`src/hw/scg_pkg.sv`:
```
// What this block does
// - a gating bit of one keeps that unit clocked in the selected mode
// - a gating bit of zero stops that unit's clock and disables it
// - accesses to a unit whose clock is off answer with a bus fault
// - gating bits come up zero after reset, all units unclocked in sleep
// - this register applies in sleep; companions cover run and deep sleep
// - sleep settings apply only while automatic clock gating is selected
// - bit 24 is read-write gating for bus controller 0, reset zero
// - bit 3 is read-write gating for the watchdog, reset zero
// - register resets to 0x00000040; bit 6 reads one, other reserved zero
// - register sits at offset 0x110 of the system control space
package scg_pkg;

  // ----------------------------------------------------------------
  // bus geometry
  // ----------------------------------------------------------------
  localparam int unsigned ADDR_W = 12;
  localparam int unsigned DATA_W = 32;

  // ----------------------------------------------------------------
  // register offsets
  // ----------------------------------------------------------------
  localparam logic [ADDR_W-1:0] SLEEP_GATE_OFF = 12'h110;
  localparam logic [ADDR_W-1:0] CFG_OFF        = 12'h1f0;
  localparam logic [ADDR_W-1:0] ACTIVE_OFF     = 12'h1f4;
  localparam logic [ADDR_W-1:0] IRQ_STAT_OFF   = 12'h200;
  localparam logic [ADDR_W-1:0] IRQ_CLR_OFF    = 12'h204;
  localparam logic [ADDR_W-1:0] IRQ_EN_OFF     = 12'h208;

  // ----------------------------------------------------------------
  // field positions and reset values
  // ----------------------------------------------------------------
  localparam int unsigned BUS_CTRL0_BIT     = 24;
  localparam int unsigned WATCHDOG_BIT      = 3;
  localparam int unsigned AUTO_GATE_SEL_BIT = 0;
  localparam logic [DATA_W-1:0] SLEEP_GATE_RESET = 32'h0000_0040;
  localparam logic [DATA_W-1:0] SLEEP_GATE_FIXED = 32'h0000_0040;
  localparam logic [1:0]        RESP_OKAY        = 2'h0;
  localparam logic [1:0]        RESP_SLVERR      = 2'h2;

  // ----------------------------------------------------------------
  // types
  // ----------------------------------------------------------------
  // one bit per gated unit; status, clear and enable share this layout
  typedef struct packed {
    logic bus_ctrl0;
    logic watchdog;
  } scg_gate_t;

  localparam scg_gate_t GATE_RESET = 2'h0;

  // gray codes along run -> sleep -> deep sleep
  typedef enum logic [1:0] {
    MODE_RUN   = 2'b00,
    MODE_SLEEP = 2'b01,
    MODE_DEEP  = 2'b11
  } scg_mode_t;

endpackage

```
`src/hw/scg_sleep_gate.sv`:
```
`timescale 1ns/1ps
module scg_sleep_gate
  import scg_pkg::*;
(
  input  wire logic              clk,
  input  wire logic              rst_n,
  // axi4-lite slave
  input  wire logic [ADDR_W-1:0] awaddr,
  input  wire logic              awvalid,
  output logic                   awready,
  input  wire logic [DATA_W-1:0] wdata,
  input  wire logic [3:0]        wstrb,
  input  wire logic              wvalid,
  output logic                   wready,
  output logic [1:0]             bresp,
  output logic                   bvalid,
  input  wire logic              bready,
  input  wire logic [ADDR_W-1:0] araddr,
  input  wire logic              arvalid,
  output logic                   arready,
  output logic [DATA_W-1:0]      rdata,
  output logic [1:0]             rresp,
  output logic                   rvalid,
  input  wire logic              rready,
  // power mode requests from the power controller
  input  wire logic              sleep_req,
  input  wire logic              deepsleep_req,
  // companion settings for run and deep sleep
  input  wire scg_gate_t         run_gate,
  input  wire scg_gate_t         deepsleep_gate,
  // unit side
  input  wire scg_gate_t         unit_access,
  output scg_gate_t              unit_clk_en,
  output scg_gate_t              unit_fault,
  output scg_mode_t              mode,
  output logic                   irq
);

  // ----------------------------------------------------------------
  // reset release
  // ----------------------------------------------------------------
  logic rst_s1_q;
  logic rst_s2_q;

  // assert at once, release on an edge so no flop leaves reset mid-cycle
  always_ff @(posedge clk or negedge rst_n) begin
    if (!rst_n) begin
      rst_s1_q <= 1'b0;
      rst_s2_q <= 1'b0;
    end else begin
      rst_s1_q <= 1'b1;
      rst_s2_q <= rst_s1_q;
    end
  end

  wire logic rst_sync_n = rst_s2_q;

  // ----------------------------------------------------------------
  // state
  // ----------------------------------------------------------------
  scg_gate_t   sleep_gate_q;
  logic        auto_gate_sel_q;
  scg_gate_t   irq_stat_q;
  scg_gate_t   irq_en_q;
  scg_mode_t   mode_q;
  scg_gate_t   clk_en_q;
  scg_gate_t   fault_q;
  logic        irq_q;

  logic              awready_q;
  logic              wready_q;
  logic              aw_got_q;
  logic              w_got_q;
  logic [ADDR_W-1:0] aw_addr_q;
  logic [DATA_W-1:0] w_data_q;
  logic [3:0]        w_strb_q;
  logic              bvalid_q;
  logic [1:0]        bresp_q;
  logic              arready_q;
  logic              rvalid_q;
  logic [DATA_W-1:0] rdata_q;
  logic [1:0]        rresp_q;

  // ----------------------------------------------------------------
  // write channel decode
  // ----------------------------------------------------------------
  wire logic aw_hs   = awvalid && awready_q;
  wire logic w_hs    = wvalid && wready_q;
  wire logic b_hs    = bvalid_q && bready;
  // both halves held and no response pending: commit this cycle
  wire logic wr_go   = aw_got_q && w_got_q && !bvalid_q;

  wire logic wr_gate   = wr_go && (aw_addr_q == SLEEP_GATE_OFF);
  wire logic wr_cfg    = wr_go && (aw_addr_q == CFG_OFF);
  wire logic wr_active = wr_go && (aw_addr_q == ACTIVE_OFF);
  wire logic wr_stat   = wr_go && (aw_addr_q == IRQ_STAT_OFF);
  wire logic wr_clr    = wr_go && (aw_addr_q == IRQ_CLR_OFF);
  wire logic wr_en     = wr_go && (aw_addr_q == IRQ_EN_OFF);
  wire logic wr_mapped = wr_gate || wr_cfg || wr_active || wr_stat || wr_clr || wr_en;

  // only the two gating bits take data; reserved positions ignore it
  wire logic strb_hi = w_strb_q[BUS_CTRL0_BIT/8];
  wire logic strb_lo = w_strb_q[WATCHDOG_BIT/8];

  // ----------------------------------------------------------------
  // register write enables
  // ----------------------------------------------------------------
  // the low lane carries every bit of the config, enable and clear registers, so it alone gates them
  wire logic      auto_sel_we = wr_cfg && w_strb_q[0];
  wire logic      irq_en_we   = wr_en && w_strb_q[0];
  wire logic      irq_clr_we  = wr_clr && w_strb_q[0];
  wire scg_gate_t irq_en_d    = irq_en_we ? scg_gate_t'(w_data_q[1:0]) : irq_en_q;

  // ----------------------------------------------------------------
  // read channel decode
  // ----------------------------------------------------------------
  wire logic ar_hs = arvalid && arready_q;
  wire logic r_hs  = rvalid_q && rready;

  logic [DATA_W-1:0] gate_rd;
  always_comb begin
    gate_rd = SLEEP_GATE_FIXED;
    gate_rd[BUS_CTRL0_BIT] = sleep_gate_q.bus_ctrl0;
    gate_rd[WATCHDOG_BIT]  = sleep_gate_q.watchdog;
  end

  // araddr is decoded live and captured only at the handshake edge
  wire logic rd_gate   = (araddr == SLEEP_GATE_OFF);
  wire logic rd_cfg    = (araddr == CFG_OFF);
  wire logic rd_active = (araddr == ACTIVE_OFF);
  wire logic rd_stat   = (araddr == IRQ_STAT_OFF);
  wire logic rd_clr    = (araddr == IRQ_CLR_OFF);
  wire logic rd_en     = (araddr == IRQ_EN_OFF);
  wire logic rd_mapped = rd_gate || rd_cfg || rd_active || rd_stat || rd_clr || rd_en;

  // the clear register is write-only and reads as zero
  wire logic [DATA_W-1:0] rd_word =
      rd_gate   ? gate_rd :
      rd_cfg    ? {{(DATA_W-1){1'b0}}, auto_gate_sel_q} :
      rd_active ? {{(DATA_W-4){1'b0}}, mode_q, clk_en_q} :
      rd_stat   ? {{(DATA_W-2){1'b0}}, irq_stat_q} :
      rd_en     ? {{(DATA_W-2){1'b0}}, irq_en_q} :
                  {DATA_W{1'b0}};

  // ----------------------------------------------------------------
  // axi write path
  // ----------------------------------------------------------------
  always_ff @(posedge clk or negedge rst_sync_n) begin
    if (!rst_sync_n) begin
      awready_q <= 1'b1;
      aw_got_q  <= 1'b0;
      aw_addr_q <= '0;
    end else if (aw_hs) begin
      awready_q <= 1'b0;
      aw_got_q  <= 1'b1;
      aw_addr_q <= awaddr;
    end else if (wr_go) begin
      aw_got_q  <= 1'b0;
    end else if (b_hs) begin
      awready_q <= 1'b1;
    end
  end

  always_ff @(posedge clk or negedge rst_sync_n) begin
    if (!rst_sync_n) begin
      wready_q <= 1'b1;
      w_got_q  <= 1'b0;
      w_data_q <= '0;
      w_strb_q <= '0;
    end else if (w_hs) begin
      wready_q <= 1'b0;
      w_got_q  <= 1'b1;
      w_data_q <= wdata;
      w_strb_q <= wstrb;
    end else if (wr_go) begin
      w_got_q  <= 1'b0;
    end else if (b_hs) begin
      wready_q <= 1'b1;
    end
  end

  // writes to read-only registers are accepted and dropped
  always_ff @(posedge clk or negedge rst_sync_n) begin
    if (!rst_sync_n) begin
      bvalid_q <= 1'b0;
      bresp_q  <= RESP_OKAY;
    end else if (wr_go) begin
      bvalid_q <= 1'b1;
      bresp_q  <= wr_mapped ? RESP_OKAY : RESP_SLVERR;
    end else if (b_hs) begin
      bvalid_q <= 1'b0;
    end
  end

  // ----------------------------------------------------------------
  // axi read path
  // ----------------------------------------------------------------
  always_ff @(posedge clk or negedge rst_sync_n) begin
    if (!rst_sync_n) begin
      arready_q <= 1'b1;
      rvalid_q  <= 1'b0;
      rdata_q   <= '0;
      rresp_q   <= RESP_OKAY;
    end else if (ar_hs) begin
      arready_q <= 1'b0;
      rvalid_q  <= 1'b1;
      rdata_q   <= rd_word;
      rresp_q   <= rd_mapped ? RESP_OKAY : RESP_SLVERR;
    end else if (r_hs) begin
      arready_q <= 1'b1;
      rvalid_q  <= 1'b0;
    end
  end

  // ----------------------------------------------------------------
  // software registers
  // ----------------------------------------------------------------
  // reserved bits have no flop; their read value is the fixed pattern
  always_ff @(posedge clk or negedge rst_sync_n) begin
    if (!rst_sync_n) begin
      sleep_gate_q <= GATE_RESET;
    end else if (wr_gate) begin
      if (strb_hi) begin
        sleep_gate_q.bus_ctrl0 <= w_data_q[BUS_CTRL0_BIT];
      end
      if (strb_lo) begin
        sleep_gate_q.watchdog <= w_data_q[WATCHDOG_BIT];
      end
    end
  end

  always_ff @(posedge clk or negedge rst_sync_n) begin
    if (!rst_sync_n) begin
      auto_gate_sel_q <= 1'b0;
    end else if (auto_sel_we) begin
      auto_gate_sel_q <= w_data_q[AUTO_GATE_SEL_BIT];
    end
  end

  always_ff @(posedge clk or negedge rst_sync_n) begin
    if (!rst_sync_n) begin
      irq_en_q <= GATE_RESET;
    end else begin
      irq_en_q <= irq_en_d;
    end
  end

  // ----------------------------------------------------------------
  // power mode and gating
  // ----------------------------------------------------------------
  // without automatic gating the run settings hold even while asleep
  scg_mode_t mode_d;
  always_comb begin
    if (!auto_gate_sel_q) begin
      mode_d = MODE_RUN;
    end else if (deepsleep_req) begin
      mode_d = MODE_DEEP;
    end else if (sleep_req) begin
      mode_d = MODE_SLEEP;
    end else begin
      mode_d = MODE_RUN;
    end
  end

  scg_gate_t clk_en_d;
  always_comb begin
    unique case (mode_q)
      MODE_RUN:   clk_en_d = run_gate;
      MODE_SLEEP: clk_en_d = sleep_gate_q;
      MODE_DEEP:  clk_en_d = deepsleep_gate;
      default:    clk_en_d = GATE_RESET;
    endcase
  end

  always_ff @(posedge clk or negedge rst_sync_n) begin
    if (!rst_sync_n) begin
      mode_q <= MODE_RUN;
    end else begin
      mode_q <= mode_d;
    end
  end

  // enables follow the mode a cycle later, so a unit sees one clean change
  always_ff @(posedge clk or negedge rst_sync_n) begin
    if (!rst_sync_n) begin
      clk_en_q <= GATE_RESET;
    end else begin
      clk_en_q <= clk_en_d;
    end
  end

  // ----------------------------------------------------------------
  // unit access faults and interrupt
  // ----------------------------------------------------------------
  // judged against the enable the unit actually sees this cycle
  wire scg_gate_t fault_d  = unit_access & ~clk_en_q;
  wire scg_gate_t clr_bits = irq_clr_we ? scg_gate_t'(w_data_q[1:0]) : GATE_RESET;
  // a fault in the clearing cycle survives the clear
  wire scg_gate_t stat_d   = (irq_stat_q & ~clr_bits) | fault_d;
  // the new enable counts at once, so irq never lags an enable write
  wire logic      irq_d    = |(stat_d & irq_en_d);

  always_ff @(posedge clk or negedge rst_sync_n) begin
    if (!rst_sync_n) begin
      fault_q <= GATE_RESET;
    end else begin
      fault_q <= fault_d;
    end
  end

  always_ff @(posedge clk or negedge rst_sync_n) begin
    if (!rst_sync_n) begin
      irq_stat_q <= GATE_RESET;
    end else begin
      irq_stat_q <= stat_d;
    end
  end

  always_ff @(posedge clk or negedge rst_sync_n) begin
    if (!rst_sync_n) begin
      irq_q <= 1'b0;
    end else begin
      irq_q <= irq_d;
    end
  end

  // ----------------------------------------------------------------
  // outputs
  // ----------------------------------------------------------------
  // every port is a flop output, so no decode path reaches a pin
  assign awready     = awready_q;
  assign wready      = wready_q;
  assign bvalid      = bvalid_q;
  assign bresp       = bresp_q;
  assign arready     = arready_q;
  assign rvalid      = rvalid_q;
  assign rdata       = rdata_q;
  assign rresp       = rresp_q;
  assign unit_clk_en = clk_en_q;
  assign unit_fault  = fault_q;
  assign mode        = mode_q;
  assign irq         = irq_q;

endmodule

```
`config.mk`:
```
export PLATFORM = sky130hd
export DESIGN_NAME = scg_sleep_gate
export DESIGN_NICKNAME = d
export VERILOG_FILES = /design/src/hw/scg_pkg.sv /design/src/hw/scg_sleep_gate.sv
export SDC_FILE = /design/constraint.sdc
export NUM_CORES = 1
export LEC_CHECK = 0
export BUFFER_PORTS_ARGS = -buffer_cell sky130_fd_sc_hd__buf_2
export CELL_PAD_IN_SITES_DETAIL_PLACEMENT = 0
export CELL_PAD_IN_SITES_GLOBAL_PLACEMENT = 2
export CORE_AREA = 3 3 99 101
export CTS_CLUSTER_SIZE = 14
export DETAILED_ROUTE_END_ITERATION = 16
export DIE_AREA = 0 0 102 104
export GPL_TIMING_DRIVEN = 0
export PLACE_DENSITY = 0.8
export SLEW_MARGIN = 20
export SYNTH_ARGS = -nofsm -noshare
export SYNTH_HDL_FRONTEND = slang
export SYNTH_SLANG_ARGS = --single-unit
```
`constraint.sdc`:
```
create_clock -name clk -period 1.6 [get_ports clk]
set_input_delay 0.32 -clock clk [delete_from_list [all_inputs] [get_ports clk]]
set_output_delay 0.32 -clock clk [all_outputs]
set_load 0.02 [all_outputs]
```
Word level (Yosys, flattened, before mapping) --
Cells that the tools add are included.
Operators by class: eq/ne operators 16, mux-type cells 26, bitwise gates (word level) 6, reduce and logical (&&, ||, !) cells 39
Operators by type and width (number):
- equality test 12 x 10 -> 1 bit (second input constant) | 6
- equality test 12 x 9 -> 1 bit (second input constant) | 6
- 2-to-1 mux 25 bit | 1
- logical AND 1 bit | 16
- 2-to-1 mux 2 bit | 8
- 2-to-1 mux 1 bit | 14
- nonzero test 2 bit | 6
- logical OR 1 bit | 10
- 2-to-1 mux 4 bit | 2
- AND reduction 2 bit | 4
- bitwise AND 2 bit | 3
- one-hot mux 2 bit (3 select lines) | 1
- != test 2 bit (second input constant) | 2
- inverter 2 bit | 2
- equality test 2 x 1 -> 1 bit (second input constant) | 1
- equality test 2 bit (second input constant) | 1
- logical NOT 2 bit | 1
- OR 2 bit | 1
- OR reduction 2 bit | 1
- logical NOT 1 bit | 1
Word-level totals: bits in registers 100

Depth between registers and ports, before layout --
depth in word-level cells 10, mapped depth 5, mapped depth without buffers 5

Least setup slack after synthesis --
Ideal clock, no wire load.
kind reg-to-reg, start register aw_addr_q[4], end register irq_q (netlist: irq), arrival time 1.699 ns, data required time 1.479 ns, slack -0.220 ns, stages on the path, launching flop included 6, path buffers 0, period minus slack after synthesis 1.820 ns, cell sequence dfrtp_1 > nor4_1 > and4_1 > and2_1 > mux2_1 > a22o_1
RTL lines:
- start: declaration | RTL line scg_sleep_gate.sv:74 | logic [ADDR_W-1:0] aw_addr_q;
- start signal: assignment | RTL line scg_sleep_gate.sv:156 | aw_addr_q <= awaddr;
- end signal: assignment | RTL line scg_sleep_gate.sv:323 | irq_q <= irq_d;
- end: declaration | RTL line scg_sleep_gate.sv:68 | logic irq_q;

==> flow_summary.json <==
{
  "via_count": 1731,
  "drc_errors": 0,
  "slowest_delay_ns": 0.53,
  "grt_use_met3": 0.0282,
  "vias_per_cell": 4.16,
  "clk_latency_ns": 0.30,
  "grt.met1_usage": 0.133,
  "maxCapViolations": 0,
  "die_y_um": 104,
  "cts.sinks": 49,
  "reg2reg_depth": 5,
  "syn_inst": 198,
  "worst_setup_path_end_kind": "flip-flop",
  "wl_mm": 5.22,
  "crit_start": "aw_addr_q[1]",
  "rr_endpoint": "irq",
  "top_usage_layer": "met2",
  "ant_nets": 0,
  "slew_violations": 0,
  "fin_ws_ns": -0.271,
  "core-area_um2": 9110,
  "ys.warnings.count": 0,
  "ys_ff_latch": 49,
  "reg2reg_slack_ns": -0.27,
  "worstReg2RegStart": "aw_addr_q[1]",
  "layout_commonest_cell": "buf_2",
  "antenna_found_initial": 0,
  "synth_seq_area_share": 0.527,
  "worstHoldPathType": "primary input to flip-flop",
  "power.leakage_nw": 1.56,
  "pre_cts_slack_ns": -0.415,
  "hold_viol_final": 0,
  "dr.first_iter.drc_count": 48,
  "dp.final_hpwl_mm": 4.20,
  "root_buffer": "clkbuf_8",
  "num_rows": 35,
  "finClkSkew_ns": 0.0115,
  "slowest_stage": "or4b_4",
  "die_area_um2": 10600,
  "synth_cell_types": 43,
  "worstPathMaxFanout": 4,
  "routabilityCongestion": 0.754,
  "antenna_cells": 0,
  "grt_setup_unrepaired": "yes",
  "path_cells": "or4b_4 -> nor2_2 -> and2_4 -> mux2_4 -> a22o_1",
  "crit_arrival_ns": 2.05,
  "fmax_ghz": 0.534,
  "grt_use_total": 0.0969,
  "cp.depth": 5,
  "fin_crit_sh": 1.17,
  "relSlewSlack": 0.582,
  "fin_util": 0.346,
  "fin_nets": 379,
  "clock_path_buffers": 2,
  "grt_use_met2": 0.152,
  "area_growth_pct": 35.2,
  "outcome": "finished with violations",
  "report.power.total_mw": 3.77,
  "io_pins": 123,
  "ir_worst_vdd_v": 0.000716,
  "first_pass_iters": 4,
  "crit_buf_inv": 0,
  "clk_pin_slew_ns": 0.09,
  "wl_per_cell_um": 12.5,
  "grt_pass1_vias": 1649,
  "grt.overflow.total": 0,
  "final_cell_mix": "buf_2, dfrtp_1, buf_4",
  "setup_violations": 6,
  "drive_above_1_share": 0.505,
  "cts_tree": "built",
  "endpoint": "irq",
  "grt_max_degree": 28,
  "htreeDepth": 2,
  "port_buffers": 64,
  "die_x_um": 102,
  "numCtsBuffers": 5,
  "n_fill_cell": 942,
  "powerDensity_nw_per_um2": 1190,
  "cp.required_ns": 1.78,
  "postSynthAreaPerCell_um2": 11.8,
  "fin_crit_ns": 1.87,
  "path_class": "flip-flop to flip-flop",
  "min_from": "awvalid",
  "violations": "negative setup slack",
  "synth_area_um2": 2330,
  "start_util": 0.256,
  "start_kind": "flip-flop",
  "cpLargestDelayFamily": "simple AND/OR/NAND/NOR gates",
  "grt_pass1_wl_mm": 8.11,
  "tightest_slew_ns": 0.627
}
## worst min path at each step
stage	endpoint	slack (ns)	cells past startpoint
final	awready	0.17	2
after global routing	awready	0.16	2
after CTS	wready	0.17	2
after detailed placement	rst_s1_q	0.11	1
after global placement	rst_s1_q	0.11	1
after floorplan	rst_s1_q	0.02	0
## cells in the mapped netlist, drive strengths merged
cell	count	area, um^2
nand3b	1	20.0
nand4	2	12.5
mux2i	6	60.1
conb	2	7.51
nor2b	2	12.5
dfstp	3	78.8
nand2	18	67.6
nand2b	1	6.26
dfrtp	46	1150
a21o	2	15.0
or4	1	11.3
o21ai	10	50.1
o21a	1	7.51
nor4	4	52.6
buf	29	214
mux2	24	270
clkbuf	1	3.75
a31oi	1	6.26
a21oi	4	20.0
nand4bb	1	11.3
a22oi	1	7.51
nand4b	1	8.76
inv	4	15.0
or3b	1	8.76
nand3	7	35.0
and3	1	6.26
nor4b	1	15.0
or4b	1	10.0
and4	1	8.76
nor2	5	21.3
or3	1	6.26
and2	3	21.3
nor3	4	20.0
a22o	6	52.6
a31o	1	8.76
a41o	1	10.0
## logic make-up after synthesis
| group | count (synthesis) | share of synthesized area |
|---|---|---|
| buffers and inverters | 34 | 0.0997 |
| muxes | 30 | 0.142 |
| DFF | 49 | 0.527 |
| AOI/OAI and AO/OA | 27 | 0.0761 |
| and+or+nand+nor | 56 | 0.152 |
| other | 2 | 0.00322 |
## through the flow
stage | hold WS, ns | setup TNS (ns) | cells | cell area (um^2)
floorplan | 0.0244 | -0.506 | 225 | 2460
global placement | 0.106 | -21.44 | 400 | 2920
detailed placement | 0.107 | -2.47 | 401 | 2950
CTS | 0.169 | -1.19 | 412 | 3080
global route | 0.159 | -1.24 | 416 | 3160
finish | 0.171 | -0.901 | 416 | 3160
## area by class of cell
cell class              instances  area [um^2]  share of cell area
well taps                     111          139              0.0440
inverters                       4         15.0             0.00476
plain buffers                  30          218              0.0690
clock buffers                   5         68.8              0.0218
multi-input cells             142         1060               0.335
clock inverters                 3         17.5             0.00555
repair buffers                 72          407               0.129
flip-flops and latches         49         1230               0.391
## power breakdown
part / total (mW) / internal [mW] / leakage (nW) / switching, mW
registers: 1.96 / 1.60 / 0.604 / 0.358
logic: 1.09 / 0.596 / 0.912 / 0.496
clock network: 0.715 / 0.302 / 0.0439 / 0.413
total: 3.77 / 2.50 / 1.56 / 1.27
## per-layer routing
layer / part of all wire / up-vias
met5: 0 / -
met4: 0.0071 / 0
met3: 0.083 / 5
met2: 0.46 / 72
met1: 0.45 / 794
li1: - / 860
## flip-flops by register name, indices dropped and copies added, names as in the netlist, 2 cells and up
register / flops
aw_addr_q: 12
rdata: 6
w_data_q: 4
gate_rd: 2
irq_en_q: 2
irq_stat_q: 2
mode: 2
unit_clk_en: 2
unit_fault: 2
w_strb_q: 2
## what timing repair did
item	CTS	global route
resized for setup	4	10
setup buffers	2	4
hold endpoints to repair	2	0
endpoints found under the setup margin	8	10
pin swaps	3	3
hold buffers	1	0
Power figures use the tool's default switching activity.
